**src/logic/cabe_pkg.sv**
```systemverilog
// Shared constants, operation codes and carriers of the execution unit.
`default_nettype none
package cabe_pkg;
  localparam int DATA_W = 8;
  localparam int WORD_W = 16;
  localparam int OFFS_W = 12;
  localparam int CYC_W  = 3;
  localparam int REG_AW = 2;

  // Status flag bit positions.
  localparam int FLAG_C = 0;
  localparam int FLAG_Z = 1;
  localparam int FLAG_N = 2;
  localparam int FLAG_V = 3;
  localparam int FLAG_S = 4;
  localparam int FLAG_H = 5;
  localparam int FLAG_T = 6;
  localparam int FLAG_I = 7;
  localparam logic [DATA_W-1:0] FLAGS_RST = 8'h00;

  // Register offsets.
  localparam logic [REG_AW-1:0] OFS_STATUS = 2'h0;
  localparam logic [REG_AW-1:0] OFS_INFO   = 2'h1;

  // Cycle counts.
  localparam logic [CYC_W-1:0] CYC_ONE   = 3'h1;
  localparam logic [CYC_W-1:0] CYC_TWO   = 3'h2;
  localparam logic [CYC_W-1:0] CYC_THREE = 3'h3;
  localparam logic [CYC_W-1:0] CYC_FOUR  = 3'h4;

  // Program counter steps.
  localparam logic [WORD_W-1:0] PC_SKIP_SHORT = 16'h0002;
  localparam logic [WORD_W-1:0] PC_SKIP_LONG  = 16'h0003;
  localparam logic [WORD_W-1:0] PC_REL_BIAS   = 16'h0001;

  typedef enum logic [5:0] {
    add_regs, add_with_carry, add_imm_word,
    sub_regs, sub_const_with_carry, sub_imm_word,
    and_bits, or_bits, xor_bits, clear_bits,
    increment, decrement, test_reg, clear_reg, set_reg,
    mult_unsigned, mult_signed, mult_signed_by_unsigned,
    frac_mult_unsigned, frac_mult_signed, frac_mult_signed_unsigned,
    compare_imm, indirect_jump, indirect_call,
    subroutine_return, interrupt_return,
    compare_skip_equal, skip_reg_bit_clear, skip_reg_bit_set,
    skip_io_bit_clear, skip_io_bit_set,
    branch_status_bit_set, branch_status_bit_clear,
    branch_equal, branch_not_equal, branch_lower, branch_same_or_higher,
    branch_minus, branch_plus, branch_signed_ge, branch_signed_lt,
    branch_half_carry_set, branch_half_carry_clear,
    branch_transfer_bit_set, branch_transfer_bit_clear,
    branch_overflow_set, branch_overflow_clear
  } cabe_op_e;

  typedef struct packed {
    cabe_op_e              op;
    logic [DATA_W-1:0]     dst;
    logic [DATA_W-1:0]     src;
    logic [DATA_W-1:0]     imm;
    logic                  use_imm;
    logic [WORD_W-1:0]     pair;
    logic [WORD_W-1:0]     z_ptr;
    logic [WORD_W-1:0]     pc;
    logic [WORD_W-1:0]     stack_pc;
    logic [OFFS_W-1:0]     offset;
    logic                  next_two_words;
    logic [2:0]            bit_sel;
    logic                  io_bit;
  } cabe_req_s;

  typedef struct packed {
    logic [DATA_W-1:0]     byte_val;
    logic                  byte_we;
    logic [WORD_W-1:0]     word_val;
    logic                  word_we;
    logic                  prod_we;
    logic [WORD_W-1:0]     pc_val;
    logic                  pc_we;
    logic [CYC_W-1:0]      cycles;
  } cabe_res_s;
endpackage
`default_nettype wire

```
**src/logic/cabe_core.sv**
```systemverilog
// Execution unit for arithmetic, logic, multiply, jump, skip and branch operations.
//
// Functional notes
// - Add registers, optional carry, five flags, one cycle.
// - Subtract register or constant, optional carry, one cycle.
// - Word add/subtract immediate, five flags, two cycles.
// - Logic ops update only Z, N, V.
// - Inc, dec, test, clear flag; set-register none.
// - Multiplies write pair one:zero, Z and C.
// - Fractional multiplies shift product left by one.
// - Compare computes difference without storing it.
// - Indirect jump loads Z, two cycles.
// - Indirect call loads Z, three cycles.
// - Compare-skip-equal skips one or two words.
// - Register bit skip, one to three cycles.
// - I/O bit skip, one to three cycles.
// - Generic status-bit branch, PC plus k plus one.
// - Carry branches test the carry flag.
// - Signed branches test N xor V; N branches.
// - Half-carry branches test the H flag.
// - Transfer-bit branches test the T flag.
// - Overflow branches test the V flag.
`timescale 1ns/1ps
`default_nettype none
module cabe_core
(
  input  wire logic                          clk,
  input  wire logic                          reset_n,
  input  wire logic                          req_valid,
  input  wire cabe_pkg::cabe_req_s           req,
  output logic                               req_ready,
  output logic                               done,
  output cabe_pkg::cabe_res_s                res,
  output logic [cabe_pkg::DATA_W-1:0]        status_flags,
  input  wire logic [cabe_pkg::REG_AW-1:0]   reg_addr,
  input  wire logic [cabe_pkg::DATA_W-1:0]   reg_wdata,
  input  wire logic                          reg_write,
  input  wire logic                          reg_read,
  output logic [cabe_pkg::DATA_W-1:0]        reg_rdata
);

  ////////////////////////////////////////////////////////////////////////////
  // Arithmetic helpers.

  // Returns carry out, carry from bit three and the sum.
  function automatic logic [9:0] add8
  (
    input logic [7:0] a,
    input logic [7:0] b,
    input logic       cin
  );
    logic [4:0] lo;
    logic [4:0] hi;
    begin
      lo = {1'b0, a[3:0]} + {1'b0, b[3:0]} + {4'h0, cin};
      hi = {1'b0, a[7:4]} + {1'b0, b[7:4]} + {4'h0, lo[4]};
      add8 = {hi[4], lo[4], hi[3:0], lo[3:0]};
    end
  endfunction

  // Flags of an eight-bit add or subtract; the operand b is already inverted for a subtract.
  function automatic logic [7:0] arith_flags
  (
    input logic [7:0] old,
    input logic [7:0] a,
    input logic [7:0] b,
    input logic [9:0] s,
    input logic       is_sub
  );
    logic [7:0] f;
    begin
      f = old;
      f[cabe_pkg::FLAG_C] = s[9] ^ is_sub;
      f[cabe_pkg::FLAG_H] = s[8] ^ is_sub;
      f[cabe_pkg::FLAG_Z] = (s[7:0] == 8'h00);
      f[cabe_pkg::FLAG_N] = s[7];
      f[cabe_pkg::FLAG_V] = (a[7] == b[7]) && (s[7] != a[7]);
      arith_flags = f;
    end
  endfunction

  // Flags of a logic or count operation: Z and N from the result, V given.
  function automatic logic [7:0] logic_flags
  (
    input logic [7:0] old,
    input logic [7:0] r,
    input logic       v
  );
    logic [7:0] f;
    begin
      f = old;
      f[cabe_pkg::FLAG_Z] = (r == 8'h00);
      f[cabe_pkg::FLAG_N] = r[7];
      f[cabe_pkg::FLAG_V] = v;
      logic_flags = f;
    end
  endfunction

  ////////////////////////////////////////////////////////////////////////////
  // Operand selection and shared datapaths.

  typedef enum {st_idle, st_wait} cabe_state_e;

  cabe_state_e                        state;
  logic [1:0]                         remain;
  cabe_pkg::cabe_res_s                pend_res;
  logic [cabe_pkg::DATA_W-1:0]        pend_flags;
  logic [cabe_pkg::CYC_W-1:0]         last_cycles;

  wire        take      = req_valid && req_ready;
  wire [7:0]  operand   = req.use_imm ? req.imm : req.src;
  wire        carry_in  = status_flags[cabe_pkg::FLAG_C];
  wire        sign_flag = status_flags[cabe_pkg::FLAG_N] ^ status_flags[cabe_pkg::FLAG_V];
  wire [9:0]  sum_add   = add8(req.dst, operand, (req.op == cabe_pkg::add_with_carry) & carry_in);
  wire [7:0]  inv_op    = ~operand;
  wire [9:0]  sum_sub   = add8(req.dst, inv_op, ~((req.op == cabe_pkg::sub_const_with_carry) & carry_in));

  // Word arithmetic on the register pair.
  wire [16:0] word_add  = {1'b0, req.pair} + {9'h000, req.imm};
  wire [16:0] word_sub  = {1'b0, req.pair} - {9'h000, req.imm};

  // Multiplier with per-operand signedness.
  wire        mul_a_sgn = (req.op == cabe_pkg::mult_signed) || (req.op == cabe_pkg::frac_mult_signed)
                       || (req.op == cabe_pkg::mult_signed_by_unsigned)
                       || (req.op == cabe_pkg::frac_mult_signed_unsigned);
  wire        mul_b_sgn = (req.op == cabe_pkg::mult_signed) || (req.op == cabe_pkg::frac_mult_signed);
  wire signed [8:0]  mul_a = {mul_a_sgn & req.dst[7], req.dst};
  wire signed [8:0]  mul_b = {mul_b_sgn & req.src[7], req.src};
  wire signed [17:0] mul_p = mul_a * mul_b;
  wire [15:0] product   = mul_p[15:0];
  wire [15:0] product_f = {mul_p[14:0], 1'b0};

  // Targets of skips and relative branches.
  wire [15:0] pc_skip   = req.pc + (req.next_two_words ? cabe_pkg::PC_SKIP_LONG : cabe_pkg::PC_SKIP_SHORT);
  wire [15:0] pc_rel    = req.pc + {{4{req.offset[11]}}, req.offset} + cabe_pkg::PC_REL_BIAS;
  wire [2:0]  skip_cyc  = req.next_two_words ? cabe_pkg::CYC_THREE : cabe_pkg::CYC_TWO;

  ////////////////////////////////////////////////////////////////////////////
  // Result and flag computation for the offered operation.

  cabe_pkg::cabe_res_s          calc;
  logic [cabe_pkg::DATA_W-1:0]  calc_flags;
  logic                         cond;
  logic                         is_skip;
  logic                         is_branch;

  always_comb
  begin
    calc            = '0;
    calc.cycles     = cabe_pkg::CYC_ONE;
    calc_flags      = status_flags;
    cond            = 1'b0;
    is_skip         = 1'b0;
    is_branch       = 1'b0;
    unique case (req.op)
      cabe_pkg::add_regs, cabe_pkg::add_with_carry:
      begin
        calc.byte_val = sum_add[7:0];
        calc.byte_we  = 1'b1;
        calc_flags    = arith_flags(status_flags, req.dst, operand, sum_add, 1'b0);
      end
      cabe_pkg::sub_regs, cabe_pkg::sub_const_with_carry:
      begin
        calc.byte_val = sum_sub[7:0];
        calc.byte_we  = 1'b1;
        calc_flags    = arith_flags(status_flags, req.dst, inv_op, sum_sub, 1'b1);
      end
      cabe_pkg::compare_imm:
      begin
        calc_flags    = arith_flags(status_flags, req.dst, inv_op, sum_sub, 1'b1);
      end
      cabe_pkg::add_imm_word, cabe_pkg::sub_imm_word:
      begin
        calc.cycles   = cabe_pkg::CYC_TWO;
        calc.word_we  = 1'b1;
        if (req.op == cabe_pkg::add_imm_word)
        begin
          calc.word_val = word_add[15:0];
          calc_flags[cabe_pkg::FLAG_C] = word_add[16];
          calc_flags[cabe_pkg::FLAG_V] = ~req.pair[15] & word_add[15];
        end
        else
        begin
          calc.word_val = word_sub[15:0];
          calc_flags[cabe_pkg::FLAG_C] = word_sub[16];
          calc_flags[cabe_pkg::FLAG_V] = req.pair[15] & ~word_sub[15];
        end
        calc_flags[cabe_pkg::FLAG_Z] = (calc.word_val == 16'h0000);
        calc_flags[cabe_pkg::FLAG_N] = calc.word_val[15];
        calc_flags[cabe_pkg::FLAG_S] = calc.word_val[15] ^ calc_flags[cabe_pkg::FLAG_V];
      end
      cabe_pkg::and_bits, cabe_pkg::or_bits, cabe_pkg::xor_bits, cabe_pkg::clear_bits:
      begin
        unique case (req.op)
          cabe_pkg::and_bits:   calc.byte_val = req.dst & operand;
          cabe_pkg::or_bits:    calc.byte_val = req.dst | operand;
          cabe_pkg::xor_bits:   calc.byte_val = req.dst ^ operand;
          default:              calc.byte_val = req.dst & inv_op;
        endcase
        calc.byte_we  = 1'b1;
        calc_flags    = logic_flags(status_flags, calc.byte_val, 1'b0);
      end
      cabe_pkg::increment:
      begin
        calc.byte_val = req.dst + 8'h01;
        calc.byte_we  = 1'b1;
        calc_flags    = logic_flags(status_flags, calc.byte_val, req.dst == 8'h7f);
      end
      cabe_pkg::decrement:
      begin
        calc.byte_val = req.dst - 8'h01;
        calc.byte_we  = 1'b1;
        calc_flags    = logic_flags(status_flags, calc.byte_val, req.dst == 8'h80);
      end
      cabe_pkg::test_reg:
      begin
        calc.byte_val = req.dst & req.dst;
        calc.byte_we  = 1'b1;
        calc_flags    = logic_flags(status_flags, calc.byte_val, 1'b0);
      end
      cabe_pkg::clear_reg:
      begin
        calc.byte_val = req.dst ^ req.dst;
        calc.byte_we  = 1'b1;
        calc_flags    = logic_flags(status_flags, calc.byte_val, 1'b0);
      end
      cabe_pkg::set_reg:
      begin
        calc.byte_val = 8'hff;
        calc.byte_we  = 1'b1;
      end
      cabe_pkg::mult_unsigned, cabe_pkg::mult_signed, cabe_pkg::mult_signed_by_unsigned:
      begin
        calc.cycles   = cabe_pkg::CYC_TWO;
        calc.word_val = product;
        calc.prod_we  = 1'b1;
        calc_flags[cabe_pkg::FLAG_C] = product[15];
        calc_flags[cabe_pkg::FLAG_Z] = (product == 16'h0000);
      end
      cabe_pkg::frac_mult_unsigned, cabe_pkg::frac_mult_signed, cabe_pkg::frac_mult_signed_unsigned:
      begin
        calc.cycles   = cabe_pkg::CYC_TWO;
        calc.word_val = product_f;
        calc.prod_we  = 1'b1;
        calc_flags[cabe_pkg::FLAG_C] = product[15];
        calc_flags[cabe_pkg::FLAG_Z] = (product_f == 16'h0000);
      end
      cabe_pkg::indirect_jump:
      begin
        calc.cycles   = cabe_pkg::CYC_TWO;
        calc.pc_val   = req.z_ptr;
        calc.pc_we    = 1'b1;
      end
      cabe_pkg::indirect_call:
      begin
        calc.cycles   = cabe_pkg::CYC_THREE;
        calc.pc_val   = req.z_ptr;
        calc.pc_we    = 1'b1;
      end
      cabe_pkg::subroutine_return, cabe_pkg::interrupt_return:
      begin
        calc.cycles   = cabe_pkg::CYC_FOUR;
        calc.pc_val   = req.stack_pc;
        calc.pc_we    = 1'b1;
        if (req.op == cabe_pkg::interrupt_return)
        begin
          calc_flags[cabe_pkg::FLAG_I] = 1'b1;
        end
      end
      cabe_pkg::compare_skip_equal:
      begin
        is_skip = 1'b1;
        cond    = (req.dst == req.src);
      end
      cabe_pkg::skip_reg_bit_clear, cabe_pkg::skip_reg_bit_set:
      begin
        is_skip = 1'b1;
        cond    = req.src[req.bit_sel] == (req.op == cabe_pkg::skip_reg_bit_set);
      end
      cabe_pkg::skip_io_bit_clear, cabe_pkg::skip_io_bit_set:
      begin
        is_skip = 1'b1;
        cond    = req.io_bit == (req.op == cabe_pkg::skip_io_bit_set);
      end
      cabe_pkg::branch_status_bit_set, cabe_pkg::branch_status_bit_clear:
      begin
        is_branch = 1'b1;
        cond      = status_flags[req.bit_sel] == (req.op == cabe_pkg::branch_status_bit_set);
      end
      cabe_pkg::branch_equal, cabe_pkg::branch_not_equal:
      begin
        is_branch = 1'b1;
        cond      = status_flags[cabe_pkg::FLAG_Z] == (req.op == cabe_pkg::branch_equal);
      end
      cabe_pkg::branch_lower, cabe_pkg::branch_same_or_higher:
      begin
        is_branch = 1'b1;
        cond      = status_flags[cabe_pkg::FLAG_C] == (req.op == cabe_pkg::branch_lower);
      end
      cabe_pkg::branch_signed_ge, cabe_pkg::branch_signed_lt:
      begin
        is_branch = 1'b1;
        cond      = sign_flag == (req.op == cabe_pkg::branch_signed_lt);
      end
      cabe_pkg::branch_minus, cabe_pkg::branch_plus:
      begin
        is_branch = 1'b1;
        cond      = status_flags[cabe_pkg::FLAG_N] == (req.op == cabe_pkg::branch_minus);
      end
      cabe_pkg::branch_half_carry_set, cabe_pkg::branch_half_carry_clear:
      begin
        is_branch = 1'b1;
        cond      = status_flags[cabe_pkg::FLAG_H] == (req.op == cabe_pkg::branch_half_carry_set);
      end
      cabe_pkg::branch_transfer_bit_set, cabe_pkg::branch_transfer_bit_clear:
      begin
        is_branch = 1'b1;
        cond      = status_flags[cabe_pkg::FLAG_T] == (req.op == cabe_pkg::branch_transfer_bit_set);
      end
      cabe_pkg::branch_overflow_set, cabe_pkg::branch_overflow_clear:
      begin
        is_branch = 1'b1;
        cond      = status_flags[cabe_pkg::FLAG_V] == (req.op == cabe_pkg::branch_overflow_set);
      end
      default:
      begin
        calc.cycles = cabe_pkg::CYC_ONE;
      end
    endcase
    if (is_skip && cond)
    begin
      calc.pc_val = pc_skip;
      calc.pc_we  = 1'b1;
      calc.cycles = skip_cyc;
    end
    if (is_branch && cond)
    begin
      calc.pc_val = pc_rel;
      calc.pc_we  = 1'b1;
      calc.cycles = cabe_pkg::CYC_TWO;
    end
  end

  ////////////////////////////////////////////////////////////////////////////
  // Sequencing of multi-cycle operations.

  wire        finish_now  = take && (calc.cycles == cabe_pkg::CYC_ONE);
  wire        finish_wait = (state == st_wait) && (remain == 2'h0);
  wire        finishing   = finish_now || finish_wait;
  wire [1:0]  wait_count  = 2'(calc.cycles - cabe_pkg::CYC_TWO);
  wire [7:0]  commit_flag = finish_now ? calc_flags : pend_flags;
  wire cabe_pkg::cabe_res_s commit_res = finish_now ? calc : pend_res;

  always_ff @(posedge clk or negedge reset_n)
  begin
    if (!reset_n)
    begin
      state      <= st_idle;
      remain     <= 2'h0;
      req_ready  <= 1'b1;
      pend_res   <= '0;
      pend_flags <= cabe_pkg::FLAGS_RST;
    end
    else if (take && !finish_now)
    begin
      state      <= st_wait;
      remain     <= wait_count;
      req_ready  <= 1'b0;
      pend_res   <= calc;
      pend_flags <= calc_flags;
    end
    else if (finish_wait)
    begin
      state      <= st_idle;
      req_ready  <= 1'b1;
    end
    else if (state == st_wait)
    begin
      remain     <= remain - 2'h1;
    end
  end

  // Results are presented for one cycle; a software write loses to a result commit.
  always_ff @(posedge clk or negedge reset_n)
  begin
    if (!reset_n)
    begin
      done         <= 1'b0;
      res          <= '0;
      status_flags <= cabe_pkg::FLAGS_RST;
      last_cycles  <= cabe_pkg::CYC_ONE;
    end
    else
    begin
      done <= finishing;
      res  <= finishing ? commit_res : '0;
      if (finishing)
      begin
        status_flags <= commit_flag;
        last_cycles  <= commit_res.cycles;
      end
      else if (reg_write && (reg_addr == cabe_pkg::OFS_STATUS))
      begin
        status_flags <= reg_wdata;
      end
    end
  end

  ////////////////////////////////////////////////////////////////////////////
  // Register read port.

  wire [7:0] info_word = {4'h0, last_cycles, ~req_ready};
  wire [7:0] read_mux  = (reg_addr == cabe_pkg::OFS_STATUS) ? status_flags
                       : (reg_addr == cabe_pkg::OFS_INFO)   ? info_word : 8'h00;

  always_ff @(posedge clk or negedge reset_n)
  begin
    if (!reset_n)
    begin
      reg_rdata <= 8'h00;
    end
    else
    begin
      reg_rdata <= reg_read ? read_mux : 8'h00;
    end
  end

endmodule
`default_nettype wire

```
**config.mk**
```make
export PLATFORM = sky130hd
export DESIGN_NAME = cabe_core
export DESIGN_NICKNAME = d
export VERILOG_FILES = /design/src/logic/cabe_pkg.sv /design/src/logic/cabe_core.sv
export SDC_FILE = /design/constraint.sdc
export NUM_CORES = 1
export LEC_CHECK = 0
export BUFFER_PORTS_ARGS = -buffer_cell sky130_fd_sc_hd__clkbuf_2
export CORE_MARGIN = 2
export CORE_UTILIZATION = 55
export DETAILED_ROUTE_END_ITERATION = 10
export PLACE_DENSITY = 0.77
export SLEW_MARGIN = 15
export SYNTH_ARGS = -nofsm -noshare
export SYNTH_HDL_FRONTEND = slang
export SYNTH_SLANG_ARGS = --single-unit
```
**constraint.sdc**
```tcl
create_clock -name clk -period 6.6 [get_ports clk]
set_clock_uncertainty 0.2 [all_clocks]
set_input_delay 0.33 -clock clk [delete_from_list [all_inputs] [get_ports clk]]
set_output_delay 0.33 -clock clk [all_outputs]
set_load 0.01 [all_outputs]
```
# Word level (Yosys, flattened, before mapping)
# Cells that the tools add are included.
[op_classes]
addsub = 17
mul = 1
order_cmp = 1
eq_ne = 67
mux = 45
n_bitwise = 21
n_reduce_logical = 54
[op_table]
columns = ["cell", "count"]
rows = [
  ["$eq 6x5->1 const B", 16],
  ["$mux 47", 2],
  ["$eq 6x6->1 const B", 15],
  ["$pmux 9 s8", 1],
  ["$mux 32", 2],
  ["$logic_not 8->1", 7],
  ["$mux 8", 7],
  ["$eq 6x4->1 const B", 8],
  ["$logic_not 16->1", 3],
  ["$pmux 16 s3", 1],
  ["$mux 20", 2],
  ["$pmux 17 s2", 1],
  ["$eq 32x2->1 const B", 1],
  ["$mux 16", 2],
  ["$reduce_or 2->1", 15],
  ["$and 8x8->8", 3],
  ["$eq 6x3->1 const B", 4],
  ["$pmux 3 s8", 1],
  ["$pmux 8 s3", 1],
  ["$add 4x4->5", 4],
  ["$add 5x1->5", 4],
  ["$pmux 2 s10", 1],
  ["$add 16x8->17", 1],
  ["$sub 16x8->17", 1],
  ["45 further kinds", 103],
]
[word_totals]
reg_bits = 157
in_bits = 127
elab_cells = 230

# Longest topological paths before layout
[depth]
ltp_word = 13
depth_mapped = 25
ltp_nobuf = 23

# Least setup slack after synthesis
# OpenSTA, ideal clock, no wires.
[synth_path]
kind = "input port to flip-flop"
start = "in req[108] in the netlist's numbering"
end = "reg pend_res[36] in the netlist's numbering"
setup_ps = 133
arrival_time_ps = 5938
required_time_ps = 6267
path_slack_ps = 329
path_stages = 21
path_cell_list = "buf_2 > buf_2 > clkbuf_1 > a21oi_1 > nand3_1 > nor2_1 > fa_1 > fa_1 > fa_1 > inv_1 > fa_1 > fa_1 > inv_1 > ha_1 > o21ai_0 > o21bai_1 > a2111oi_0 > nor3_1 > or3_1 > a222oi_1 > o21ai_0"
[synth_between]
elab_chain_len = 10
[synth_lines]
columns = ["item", "line", "source"]
rows = [
  ["from (decl)", "cabe_core.sv:30", "input wire cabe_pkg::cabe_req_s req,"],
  ["parallel branches: the longest is 10 deep, another holds $mul 9x9->16", "-", ""],
  ["to (signal assigned)", "cabe_core.sv:369", "pend_res <= calc;"],
  ["to (decl)", "cabe_core.sv:106", "cabe_pkg::cabe_res_s pend_res;"],
]
# Several ways; the timed one is not identified. The select of a mux whose other input is x is not followed.
# A chain may end at the register's enable or synchronous reset.

# Worst setup path in the final report
[layout_path]
start = "in req[106] in the netlist's numbering"
end = "reg pend_res[36] in the netlist's numbering"
# Same word-level chain as after synthesis.

==> results.txt <==
The run gives 0 ps as the final sum of negative setup slack. For the worst-skew pair, the clock arrives at the later sink with an insertion delay of 410 ps. The share of layout cells above drive strength 1 was 17.2%. After detailed routing, the number of vias per cell comes to 6.02. The count of state elements after synthesis is 126.

The number of nets handed over by synthesis was 1,801. The maximum vdd drop was 0.155 mV. After synthesis, the mean cell area works out to 8.66 sq um. The number of antenna violations at the first check in global routing is 1.

For this block, the routed nets add up to 39,300 microns of wire. The HPWL reported at the end of detailed placement is 30,600 microns, and the number of enable-type register cells in the synthesized netlist is 0. Post-CTS timing repair inserted 0 buffers for setup.

Summing the sequential cell areas from Yosys gives 24.3% of the chip area. The tools report the warning count from the yosys run as 0. Cells fill 63.6% of the core in the end.

The clock tree synthesis step divided the H-tree into 4 levels. Final cycle utilization of the critical path: 90.8%. Setup repair after global routing left no endpoint under its margin. The flow ran to the end, and the final reports show no timing, DRC or antenna violations.

Compared with the post-synthesis result, the final layout area differs by 14.4%. The die covers 24,800 sq um. The distinct cell type count of the synthesized netlist is 95, and the die height is 158 microns. In this run the cell area of the synthesized design comes to 13,000 sq um. The endpoint kind of the worst setup timing path is a register. The final number of hold-violating endpoints was 0. The logs give 2 for the number of buffers between clock root and the deepest sink and 14,800 sq um for the final standard cell area without fillers. After synthesis, the largest family of logic cells by area is adder cells.

After detailed routing, the number of remaining DRC violations is 0. The cell count after synthesis came out at 1,499. The first global-routing pass estimated 62,300 microns of wire. The detailed router finished its first iteration with 1,296 violations. Among all cell types in the netlist, the one instantiated most often is sky130_fd_sc_hd__inv_1.

The port buffer count works out to 191. The initial utilization of the core area, before any placement, comes to 55.6%. The total number of clock tree sinks came out at 126. Global routing finished with a remaining overflow of 0. For the total via count in the routed design, the log shows 12,026.

In the post-synthesis netlist, the biggest area contributors are sky130_fd_sc_hd__dfrtp_1 (24%), sky130_fd_sc_hd__fa_1 (11%), sky130_fd_sc_hd__ha_1 (9.7%). Arithmetic-cell share of the synthesized area counting full adders, half adders and majority gates: 21.2%. The library cell used as clock root buffer is sky130_fd_sc_hd__clkbuf_16. By count the netlist is led by sky130_fd_sc_hd__inv_1 (141), sky130_fd_sc_hd__dfrtp_1 (124), sky130_fd_sc_hd__nand2_1 (116). The detail route stage leaves a number of antenna-violating nets equal to 0. The number of global-route vias before repair came out at 11,789.

Measured against the total synthesized area, the mux share comes to 3.21%. Including well taps, the total number of placed cells is 1,964. Slew at the pin closest to its max-slew limit: 1190 ps. TritonCTS built the clock tree. The worst setup path is launched from an input pin.

The number of gates resized after CTS was 0. The proportion of netlist area held by the largest area contributor came out at 23.9%. Of all flip-flops after synthesis, the portion carrying an async set or reset was 100%.

In this run, CTS created clock tree buffers numbering 17. Of the total synthesized cell area, the portion taken by XOR and XNOR cells is 5.78%. The number of buffers added to fix hold violations after cts is 1, and the worst slew margin relative to its limit is 20.1%. The count of cells in the finished layout, fillers not included, comes to 1,998. During I/O placement, the number of pins put on the boundary was 192. The run gives 1,967 as the net count reported at finish.

Hold slack: 57.4 ps. The total count of max-transition violations in the final report was 0; the average wire per cell in the routed design was 19.7 microns. The site row count was 56. Global routing usage summed across all routing layers: 32.1%. The logs give 0.988 for the global placer's final weighted congestion and 7.20 nW for the static power due to leakage.

After Yosys synthesis, and, or, nand and nor cells account for 20.6% of the synthesized area. The core region is 23,300 sq um. Before antenna repair, the detailed router went through 8 iterations. The highest fanout seen on the critical path works out to 6. Once placement finished, the instance area stood at 14,200 sq um. The tightest min-delay check is of the input pin to register type. The dominant cell type by area after synthesis is sky130_fd_sc_hd__dfrtp_1. The worst setup path category was input pin to register.

The compound-gate portion of the synthesized area is 18.0%. After clock tree synthesis, the clock-pin slew on the worst setup and hold paths is 60 ps. The leading register cell type out of synthesis was sky130_fd_sc_hd__dfrtp_1. The width of the chip was 158 microns. The tools report the count of maximum capacitance violations as 0.

Entering global routing, the biggest net connects 85 pins. Derived from the worst setup path, the maximum achievable clock frequency is 167 MHz. The data required time at the worst endpoint was 6660 ps; the post-route minimum period was 5990 ps. At the worst endpoint, the arrival time is 6050 ps.

Dividing total power by cell area gives a power density of 253 nW/um^2. The total setup violations reported at the end of the flow came out at 0.
==> through the flow <==
step / total power, W / setup slack (ps)
after global routing: 0.00401 / 185
after detailed placement: 0.00278 / 167
final: 0.00376 / 610
after floorplan: 0.00220 / 329
after CTS: 0.00374 / 606
after global placement: 0.00273 / 355
==> worst max-delay path: stages <==
cell,delay (ps)
sky130_fd_sc_hd__clkbuf_2,120
sky130_fd_sc_hd__or2_2,340
sky130_fd_sc_hd__a21oi_1,170
sky130_fd_sc_hd__nand3_1,160
sky130_fd_sc_hd__nor2_1,170
sky130_fd_sc_hd__fa_1,440
sky130_fd_sc_hd__fa_1,520
sky130_fd_sc_hd__fa_1,540
sky130_fd_sc_hd__inv_1,60
sky130_fd_sc_hd__fa_1,500
sky130_fd_sc_hd__fa_1,530
sky130_fd_sc_hd__inv_1,50
sky130_fd_sc_hd__ha_1,340
sky130_fd_sc_hd__o21ai_0,100
sky130_fd_sc_hd__o21bai_1,100
sky130_fd_sc_hd__a2111oi_0,450
sky130_fd_sc_hd__buf_4,190
sky130_fd_sc_hd__nor3_1,50
sky130_fd_sc_hd__or3_1,430
sky130_fd_sc_hd__a222oi_1,310
sky130_fd_sc_hd__o21ai_0,130
==> per-layer routing <==
| layer | up-vias | global-route usage, % | wire (microns) |
|---|---|---|---|
| met5 | - | 0 | 0 |
| met4 | 0 | 9.78 | 1030 |
| met3 | 90 | 5.04 | 2900 |
| met2 | 558 | 54.2 | 18900 |
| met1 | 5776 | 42.7 | 16500 |
| li1 | 5602 | - | - |
==> where the power goes <==
part / internal (W) / leakage [nW] / total [W] / switching (W)
registers: 0.000930 / 1.70 / 0.00106 / 0.000130
logic: 0.000705 / 5.21 / 0.00175 / 0.00104
clock network: 0.000568 / 0.293 / 0.000951 / 0.000383
==> worst paths after layout <==
kind / slack [ps] / endpoint / start / cells past startpoint
max reg2reg: 1860 / pend_flags[1] / status_flags[0] / 18
min: 60 / reg_rdata[0] / reg_read / 3
min in group asynchronous: 260 / pend_res[41] / reset_n / 2
max in group asynchronous: 4540 / pend_res[25] / reset_n / 3
min reg2reg: 270 / pend_res[6] / pend_res[6] / 2
max: 610 / pend_res[36] / req[106] / 21
==> flip-flops by register name, indices dropped and copies added, names as in the netlist <==
register / cells
pend_res: 47
res: 47
pend_flags: 8
reg_rdata: 8
status_flags: 8
last_cycles: 3
remain: 2
done: 1
req_ready: 1
state: 1
==> cell families after synthesis <==
logic type | count (synthesis)
simple gates | 512
compound gates | 348
buf+inv | 219
fa+ha+maj | 175
flops | 126
xor+xnor | 84
mux | 35
==> cell usage in the layout, fill, tap and decap left out, drive strengths merged, types with 16 or more instances in the layout <==
master and instances:
a21oi 66, a222oi 17, a22oi 19, a31oi 18
and2 78, and3 47, buf 34, clkbuf 207
dfrtp 124, fa 74, ha 101, inv 148
mux2i 27, nand2 116, nand2b 21, nand3 44
nor2 91, nor3 33, nor4 16, o21ai 100
xnor2 54, xor2 29
==> layout make-up <==
type,instances,area (sq um)
sequential,126,3160
tap,319,399
multi-input combinational,1154,8940
timing repair buffer,225,1220
inverter,141,529
clock inverter,15,174
clock buffer,17,425
antenna,1,2.50
fill,2029,8490
(Power assumes the default switching activity.)
